==> config.mk <==
export PLATFORM = sky130hd
export DESIGN_NAME = pm_seq_sensor_flat
export DESIGN_NICKNAME = d
export VERILOG_FILES = /design/src/include/pm_seq_pkg.sv /design/src/include/pm_seq_if.sv /design/src/hdl/pm_seq_sensor.sv /design/src/flat_wrapper.sv
export VERILOG_INCLUDE_DIRS = /design/src /design/src/include
export SDC_FILE = /design/constraint.sdc
export NUM_CORES = 1
export LEC_CHECK = 0
export ABC_AREA = 1
export BUFFER_PORTS_ARGS = -buffer_cell sky130_fd_sc_hd__buf_2
export CORE_MARGIN = 1.5
export CORE_UTILIZATION = 60
export DETAILED_ROUTE_END_ITERATION = 10
export PLACE_DENSITY = 0.81
export REMOVE_ABC_BUFFERS = 1
export SLEW_MARGIN = 20
export SYNTH_ARGS = -nofsm -noshare
export SYNTH_HDL_FRONTEND = slang
export SYNTH_SLANG_ARGS = --single-unit
==> constraint.sdc <==
create_clock -name sys_clk -period 3.2 [get_ports sys_clk]
set_input_delay 0.64 -clock sys_clk [delete_from_list [all_inputs] [get_ports sys_clk]]
set_output_delay 0.64 -clock sys_clk [all_outputs]
set_load 0.02 [all_outputs]
==> src/include/pm_seq_defs.svh <==
// Constants for the measurement power-mode sequencer.
// Included by the package, both ends and the link checker.
`ifndef PM_SEQ_DEFS_SVH
`define PM_SEQ_DEFS_SVH
`define CTRL_MEAS_ADDR     8'hf4
`define CONFIG_ADDR        8'hf5
`define MODE_LSB           0
`define MODE_W             2
`define STANDBY_LSB        5
`define STANDBY_W          3
`define MODE_SLEEP         2'h0
`define MODE_FORCED_A      2'h1
`define MODE_FORCED_B      2'h2
`define MODE_NORMAL        2'h3
`define STANDBY_RESET      3'h0
`define CLK_MHZ            100
`define STANDBY_HALF_MS_US 500
`define STANDBY_UNIT_US    62500
`define MEAS_CYCLES        32'd6400
`define WRITE_GAP_CYCLES   4'h2
`endif

==> src/include/pm_seq_pkg.sv <==
// Types for the sensor end of the power-mode sequencer.
// Assumes pm_seq_defs.svh is on the include path.
`include "pm_seq_defs.svh"
package pm_seq_pkg;
  typedef enum logic [1:0] {
    PM_SLEEP,
    PM_FORCED,
    PM_NORMAL
  } power_mode_t;

  typedef enum logic [1:0] {
    SEQ_IDLE,
    SEQ_MEASURE,
    SEQ_STANDBY
  } seq_state_t;
endpackage : pm_seq_pkg

==> src/include/pm_seq_if.sv <==
// Register write path between host and sensor sequencer.
// Assumes one clock shared by both ends.
`timescale 1ns/10ps
interface pm_seq_if (
  input wire logic sysClk
);
  logic       wrValid;
  logic [7:0] wrAddr;
  logic [7:0] wrData;
  logic       measActive;
  logic       dataUpdated;
  logic [1:0] modeNow;

  modport sensor (
    input  sysClk, wrValid, wrAddr, wrData,
    output measActive, dataUpdated, modeNow
  );
  modport host (
    input  sysClk, measActive, dataUpdated, modeNow,
    output wrValid, wrAddr, wrData
  );
endinterface : pm_seq_if

==> src/hdl/pm_seq_sensor.sv <==
// Sensor end: mode and standby fields, measurement scheduling.
// Assumes writes arrive on the interface in the sys_clk domain.
`timescale 1ns/10ps
`include "pm_seq_defs.svh"

module pm_seq_sensor #(
  parameter int unsigned MEAS_CYCLES   = `MEAS_CYCLES,
  parameter int unsigned STANDBY_HALF  = `STANDBY_HALF_MS_US * `CLK_MHZ,
  parameter int unsigned STANDBY_UNIT  = `STANDBY_UNIT_US * `CLK_MHZ
) (
  input  wire logic       sys_clk,
  input  wire logic       sys_rst,
  pm_seq_if.sensor        link,
  output      logic [7:0] ctrlMeasQ,
  output      logic [7:0] configQ,
  output      logic       pendingQ
);
  pm_seq_pkg::seq_state_t stateQ;
  logic [31:0]            countQ;
  logic [1:0]             pendModeQ;
  logic                   dataUpdQ;
  logic                   ctrlWr;
  logic                   cfgWr;
  logic [1:0]             modeField;
  logic                   countDone;
  logic [31:0]            standbyLen;
  logic                   measEnd;
  logic [1:0]             modeAfter;

  // Standby length in cycles; 0.5 ms at 0, else 62.5 ms doubling each step
  function automatic logic [31:0] standby_cycles(input logic [2:0] sel);
    logic [31:0] r;
    r = 32'h0;
    if (sel == 3'h0) begin
      r = 32'(STANDBY_HALF);
    end else begin
      r = 32'(STANDBY_UNIT) << (sel - 3'h1);
    end
    return r;
  endfunction : standby_cycles

  assign ctrlWr     = link.wrValid && (link.wrAddr == `CTRL_MEAS_ADDR);
  assign cfgWr      = link.wrValid && (link.wrAddr == `CONFIG_ADDR);
  assign modeField  = ctrlMeasQ[`MODE_LSB +: `MODE_W];
  assign countDone  = (countQ == 32'h0);
  assign measEnd    = (stateQ == pm_seq_pkg::SEQ_MEASURE) && countDone;
  // Pending mode beats a new write
  assign modeAfter  = pendingQ ? pendModeQ : (ctrlWr ? link.wrData[`MODE_LSB +: `MODE_W] : modeField);
  assign standbyLen = standby_cycles(configQ[`STANDBY_LSB +: `STANDBY_W]);

  always_ff @(posedge sys_clk) begin
    if (sys_rst) begin
      ctrlMeasQ <= 8'h00;
      pendingQ  <= 1'b0;
      pendModeQ <= 2'h0;
    end else if (measEnd) begin
      // Period ends here, so a same-edge write is not deferred
      if (ctrlWr) begin
        ctrlMeasQ[7:2] <= link.wrData[7:2];
      end
      if (pendingQ || ctrlWr) begin
        ctrlMeasQ[`MODE_LSB +: `MODE_W] <= modeAfter;
      end else if (modeField != `MODE_NORMAL) begin
        ctrlMeasQ[`MODE_LSB +: `MODE_W] <= `MODE_SLEEP;
      end
      pendingQ <= 1'b0;
    end else if (ctrlWr) begin
      if (stateQ == pm_seq_pkg::SEQ_MEASURE) begin
        if (!pendingQ) begin
          pendingQ  <= 1'b1;
          pendModeQ <= link.wrData[`MODE_LSB +: `MODE_W];
        end
        ctrlMeasQ[7:2] <= link.wrData[7:2];
      end else begin
        ctrlMeasQ <= link.wrData;
      end
    end
  end

  always_ff @(posedge sys_clk) begin
    if (sys_rst) begin
      configQ <= {`STANDBY_RESET, 5'h00};
    end else if (cfgWr) begin
      configQ <= link.wrData;
    end
  end

  // Measurement and standby scheduler
  always_ff @(posedge sys_clk) begin
    if (sys_rst) begin
      stateQ   <= pm_seq_pkg::SEQ_IDLE;
      countQ   <= 32'h0;
      dataUpdQ <= 1'b0;
    end else begin
      dataUpdQ <= 1'b0;
      case (stateQ)
        pm_seq_pkg::SEQ_IDLE: begin
          if (modeField != `MODE_SLEEP) begin
            stateQ <= pm_seq_pkg::SEQ_MEASURE;
            countQ <= 32'(MEAS_CYCLES - 1);
          end
        end
        pm_seq_pkg::SEQ_MEASURE: begin
          if (countDone) begin
            dataUpdQ <= 1'b1;
            if (modeAfter == `MODE_NORMAL) begin
              stateQ <= pm_seq_pkg::SEQ_STANDBY;
              countQ <= standbyLen - 32'h1;
            end else begin
              stateQ <= pm_seq_pkg::SEQ_IDLE;
            end
          end else begin
            countQ <= countQ - 32'h1;
          end
        end
        pm_seq_pkg::SEQ_STANDBY: begin
          if (modeField != `MODE_NORMAL || (ctrlWr && link.wrData[`MODE_LSB +: `MODE_W] != `MODE_NORMAL)) begin
            stateQ <= pm_seq_pkg::SEQ_IDLE;
          end else if (countDone) begin
            stateQ <= pm_seq_pkg::SEQ_MEASURE;
            countQ <= 32'(MEAS_CYCLES - 1);
          end else begin
            countQ <= countQ - 32'h1;
          end
        end
        default: begin
          stateQ <= pm_seq_pkg::SEQ_IDLE;
        end
      endcase
    end
  end

  assign link.measActive  = (stateQ == pm_seq_pkg::SEQ_MEASURE);
  assign link.dataUpdated = dataUpdQ;
  assign link.modeNow     = (modeField == `MODE_SLEEP)  ? 2'h0 :
                            (modeField == `MODE_NORMAL) ? 2'h3 : 2'h1;
endmodule : pm_seq_sensor

==> src/flat_wrapper.sv <==
// flat-port wrapper written by rule: the top's interface ports become plain ports
module pm_seq_sensor_flat 
#(
  parameter int unsigned MEAS_CYCLES   = `MEAS_CYCLES,
  parameter int unsigned STANDBY_HALF  = `STANDBY_HALF_MS_US * `CLK_MHZ,
  parameter int unsigned STANDBY_UNIT  = `STANDBY_UNIT_US * `CLK_MHZ
)
  (sys_clk, sys_rst, ctrlMeasQ, configQ, pendingQ, sysClk, link_wrValid, link_wrAddr, link_wrData, link_measActive, link_dataUpdated, link_modeNow);
  pm_seq_if link_i (.sysClk(sysClk));
  input  wire logic sys_clk;
  input  wire logic sys_rst;
  output      logic [7:0] ctrlMeasQ;
  output      logic [7:0] configQ;
  output      logic pendingQ;
  input wire logic sysClk;
  input wire logic [$bits(link_i.wrValid)-1:0] link_wrValid;
  input wire logic [$bits(link_i.wrAddr)-1:0] link_wrAddr;
  input wire logic [$bits(link_i.wrData)-1:0] link_wrData;
  output wire logic [$bits(link_i.measActive)-1:0] link_measActive;
  output wire logic [$bits(link_i.dataUpdated)-1:0] link_dataUpdated;
  output wire logic [$bits(link_i.modeNow)-1:0] link_modeNow;
  assign link_i.wrValid = link_wrValid;
  assign link_i.wrAddr = link_wrAddr;
  assign link_i.wrData = link_wrData;
  assign link_measActive = link_i.measActive;
  assign link_dataUpdated = link_i.dataUpdated;
  assign link_modeNow = link_i.modeNow;
  pm_seq_sensor #(.MEAS_CYCLES(MEAS_CYCLES), .STANDBY_HALF(STANDBY_HALF), .STANDBY_UNIT(STANDBY_UNIT)) u_core (.sys_clk(sys_clk), .sys_rst(sys_rst), .link(link_i), .ctrlMeasQ(ctrlMeasQ), .configQ(configQ), .pendingQ(pendingQ));
endmodule
Word-level counts from Yosys, hierarchy flattened
Index checks and enable logic that the tools add are counted.

Register bits: 54. Bits of input ports: 20. Output and inout port bits: 21. Word-level logic and storage cells: 74.

Add/subtract/negate cells: 3. Equal/unequal tests: 15. Shifts and indexed selects: 1. Mux-type cells: 24. Bitwise logic cells: 3. Reductions and logical operators: 20.

Operators by type and width (count): $mux 32 (6); $pmux 32 s3 (1); $sub 32x1->32 const B (2); $logic_not 32->1 (1); $shl 23x3->32 const A (1); $mux 2 (12); $eq 8x8->1 const B (2); $mux 8 (2); $reduce_and 4->1 (2); $eq 2x2->1 const B (3); $mux 6 (1); $ne 2x1->1 const B (3); $ne 2x2->1 const B (3); $ne 3x3->1 const B (2); $pmux 2 s3 (1); $reduce_and 3->1 (2); $logic_and 1x1->1 (4); $logic_not 2->1 (2); $reduce_bool 2->1 (2); $reduce_or 2->1 (2); $logic_not 3->1 (1); $ne 3x1->1 const B (1); $not 1->1 (3); $reduce_bool 3->1 (1); other kinds (5) (6).

Depth between registers and ports, before layout
Word-level depth: 8. Gate-level depth with buffers: 20. Mapped depth without buffers: 19.

Worst setup path before layout
OpenSTA, ideal clock, no wires.

Path kind: register -> register. Start: reg u_core.configQ[5]. End: reg u_core.countQ[16]. Library setup time: 0.132 ns. Arrival: 2.554 ns. Data required time: 3.068 ns. Path slack: 0.514 ns. Cell stages (with the launch flop): 19. Buffers on the path: 1. Period minus slack after synthesis: 2.686 ns. Cell sequence: dfxtp_1 > inv_1 > ha_1 > nand2_1 > nand2_1 > buf_2 > nand2_1 > inv_1 > nand2_1 > ha_1 > nand2_1 > inv_1 > nand4_1 > nor2_1 > nand2_1 > o21ai_0 > nand2_1 > nand2_1 > a21oi_1.

Cells in the longest elaborated chain, start to end: 7. Elaborated cells between the ends (all ways): 8. Classes of those cells: 2 x add/sub; 1 x shift; 4 x mux; 1 x reduce/logical.

Ends and longest elaborated chain: start, declared (RTL line pm_seq_sensor.sv:15) `output logic [7:0] configQ,`; start signal, assigned (RTL line pm_seq_sensor.sv:82) `` configQ <= {`STANDBY_RESET, 5'h00}; ``; start signal, assigned (RTL line pm_seq_sensor.sv:84) `configQ <= link.wrData;`; $sub 3x1->3 (RTL line pm_seq_sensor.sv:37) `r = 32'(STANDBY_UNIT) << (sel - 3'h1);`; $shl 23x3->32 (RTL line pm_seq_sensor.sv:37); $mux 32 (*) (RTL line pm_seq_sensor.sv:34) `if (sel == 3'h0) begin`; $sub 32x1->32 (*) (RTL line pm_seq_sensor.sv:108) `countQ <= standbyLen - 32'h1;`; $mux 32 (*) (RTL line pm_seq_sensor.sv:106) `` if (modeAfter == `MODE_NORMAL) begin ``; $mux 32 (*) (RTL line pm_seq_sensor.sv:104) `if (countDone) begin`; $pmux 32 s3 (*) (RTL line pm_seq_sensor.sv:96) `case (stateQ)`; end signal, assigned (RTL line pm_seq_sensor.sv:100) `countQ <= 32'(MEAS_CYCLES - 1);`; end signal, assigned (RTL line pm_seq_sensor.sv:108); end signal, assigned (RTL line pm_seq_sensor.sv:113) `countQ <= countQ - 32'h1;`; end, declared (RTL line pm_seq_sensor.sv:19) `logic [31:0] countQ;`.

Every way passes the cells marked *; elsewhere a longest branch is shown, timed or not. The select of a mux whose other input is x is not followed. A chain may end at the register's enable or synchronous reset.

Worst setup path in the final report
Start: reg u_core.configQ[6]. End: reg u_core.countQ[14].

The elaborated chain is that of the path after synthesis.

==> results.toml <==
[status]
status = "finished, final reports clean"

[drt]
num_vias = 4837
drt_wl_total_um = 12500
vias_per_cell = 5.67
drtIter0Drc = 406
drt_pass1_iterations = 5
postRouteAntennaNets = 0
drcViolationCount = 0
wl_per_cell_um = 14.7

[grt]
antenna_found_initial = 0
grt_usage = 0.336
grt-ovfl-total = 0
grt_pass1_wl_um = 20100
grt_max_degree = 29
grt_pass1_vias = 4244

[placed_design]
post-dp-hpwl_um = 9550
place_congestion = 0.972
port_buffers = 39
dpl_cell_area_um2 = 4510

[worst_hold_path]
hp-start = "u_core.ctrlMeasQ[5]"
hold_class = "reg2reg"
whs_path_depth = 2
hold-path-endpoint = "u_core.ctrlMeasQ[5]"

[sta]
fin_crit_ns = 2.82
slew_headroom = 0.464
setup_tns_ns = 0
finalClockSkew_ns = 0.00722
fin_crit_sh = 0.882
hold_viol = 0
finalMaxSlewViolations = 0
rsz0062_at_grt = "false"
clock.fmax_mhz = 354
worst_pin_slew_ns = 0.803
hold_ws_ns = 0.448
setup_viol = 0

[worst_setup_path]
worst_ep_required_time_ns = 3.47
reg2reg_to = "u_core.countQ[14]"
crit_fanout = 14
r2r-start = "u_core.configQ[6]"
endpoint_kind = "flip-flop"
start_kind = "flip-flop"
path_class = "reg2reg"
crit_arrival_ns = 3.09
r2r_setup_slack_ns = 0.38
r2r_cells = 19

[clocking]
clock_latency_ns = 0.32
htree_levels = 2
ctsHoldBuffers = 0
cts_setup_buffers = 0
clockRootBuffer = "clkbuf_8"
ctsResizeCount = 0
clockBufferDepth = 2
path_clk_slew_ns = 0.11
numClockSinks = 54
cts_tree = "built"
cts_buffers = 5

[floorplanning]
initial_core_util = 0.622
die_y_um = 87.2
core_um2 = 6830
die_area_um2 = 7600
row_count = 30
io_pins = 41
die_w_um = 87.2

[final_layout]
fill_cells = 682
syn2layout_area_growth_pct = 8.45
nets = 791
final_cell_area_um2 = 4610
diodes = 0
seq_area_um2 = 1080
drive_above_1_share = 0.0991
multi_input_area_um2 = 2730

[pwr]
p_seq_frac = 0.284
pwr-share-clk = 0.144
p_leak_uw = 0.00225
ir_worst_vdd_mv = 0.804
power.share.combinational = 0.573
power.density_nw_per_um2 = 647
switching_share = 0.526
power.switching_uw = 1570
p_int_uw = 1410

[yosys]
yosysSeqAreaShare = 0.254
synth_cell_types = 32
ys_ff_latch = 54
synth_area_um2 = 4250
synth-edff-count = 0
yosysWarnings = 0
synthFlopType = "dfxtp_1"
syn-mean-instance-area_um2 = 5.87
synthArstFlopShare = 0
syn_inst = 724

[run]
cap_violations = 0
final cells by class:
cell class / instances / share of cell area
timing repair buffer: 47 / 0.0554
clock buffer: 5 / 0.0149
multi-input combinational: 561 / 0.592
inverter: 87 / 0.0709
tap: 96 / 0.0261
clock inverter: 3 / 0.00624
sequential: 54 / 0.235
synthesized netlist by cell type, types with 2 or more instances:
master | n | share of area
o22ai_1 | 6 | 0.0088
nand4_1 | 20 | 0.029
nor2_1 | 86 | 0.076
clkbuf_1 | 12 | 0.011
nand3_1 | 61 | 0.072
a21oi_1 | 62 | 0.073
buf_2 | 4 | 0.0047
o21bai_1 | 3 | 0.0053
or2_2 | 3 | 0.0044
nor2_2 | 4 | 0.0059
inv_1 | 84 | 0.074
xnor2_1 | 4 | 0.0082
buf_1 | 2 | 0.0018
nand2_1 | 206 | 0.18
a211oi_1 | 3 | 0.0053
nand3_2 | 3 | 0.0071
ha_1 | 15 | 0.044
o21ai_0 | 55 | 0.065
nor3_1 | 8 | 0.0094
nor2_4 | 2 | 0.0053
nand2_2 | 4 | 0.0059
dfxtp_1 | 54 | 0.25
buf_6 | 3 | 0.0079
xor2_1 | 11 | 0.023
inv_2 | 2 | 0.0018
power by group through the flow:
stage | clock network, µW | logic, µW | registers, µW
after global routing | 458 | 1900 | 853
after floorplan | 0 | 1210 | 845
final | 428 | 1710 | 846
after detailed placement | 0 | 1660 | 856
after CTS | 437 | 1670 | 840
after global placement | 0 | 1640 | 854
worst max path at each step:
stage                 startpoint                end  slack [ns]
6_report       u_core.configQ[6]  u_core.countQ[14]        0.38
5_1_grt        u_core.configQ[6]  u_core.countQ[14]        0.05
4_1_cts        u_core.configQ[6]  u_core.countQ[14]        0.40
3_5_place_dp   u_core.configQ[6]  u_core.countQ[14]        0.43
3_3_place_gp   u_core.configQ[6]  u_core.countQ[14]        0.49
2_1_floorplan  u_core.configQ[5]  u_core.countQ[14]        0.43
layout by cell type (no fill, tap or decap), types with 3 or more instances in the layout:
cell	Yosys	layout
o21bai_1	3	3
xor2_1	11	11
dfxtp_1	54	54
clkbuf_8	0	5
nand2_2	4	4
nand3_1	61	61
inv_1	84	84
or2_2	3	3
nor2_2	4	4
a211oi_1	3	3
a21oi_1	62	62
buf_2	4	39
nor2_1	86	86
nor3_1	8	8
nand2_1	206	206
buf_4	1	8
nand3_2	3	3
xnor2_1	4	4
o21ai_0	55	55
nand4_1	20	20
ha_1	15	15
o22ai_1	6	6
cell families after synthesis:
family | count (synthesis) | synth area share
xor+xnor | 15 | 0.0309
buf+inv | 109 | 0.104
compound gates | 131 | 0.163
flops | 54 | 0.254
simple gates | 400 | 0.404
fa+ha+maj | 15 | 0.0442
through the flow:
stage	worst slack, ns	util	power [µW]	cells
floorplan	0.435	-	2060	702
global placement	0.495	0.660	2490	845
detailed placement	0.426	0.660	2520	845
CTS	0.396	0.675	2950	853
global route	0.0544	0.675	3210	853
finish	0.377	0.675	2980	853
sequential cells by signal, indices dropped and copies added (netlist names):
signal                   cells
u_core.configQ               8
u_core.pendingQ              1
u_core.link.dataUpdated      1
u_core.ctrlMeasQ             8
u_core.pendModeQ             2
u_core.stateQ                2
u_core.countQ               32
critical path: stages (launching register included):
cell and delay [ns]:
dfxtp_1 0.39, inv_1 0.17, ha_1 0.24, inv_1 0.09
nor2_1 0.15, inv_1 0.21, nand2_1 0.21, inv_1 0.09
nand2_1 0.07, ha_1 0.17, nand2_1 0.07, inv_1 0.06
nand4_1 0.10, nor2_1 0.24, nand3_1 0.14, nand2_1 0.08
nand3_1 0.07, nand2_1 0.06, nand2_1 0.05, a21oi_1 0.12
layer usage:
metal  part of all wire  vias to the layer above  track usage
met4              0.020                        0        0.118
met3              0.077                       18       0.0502
li1                   -                     2409            -
met2               0.46                      214        0.553
met1               0.44                     2196        0.447
met5                  0                        -            0
Note: power is estimated with default switching activity, not from simulation.
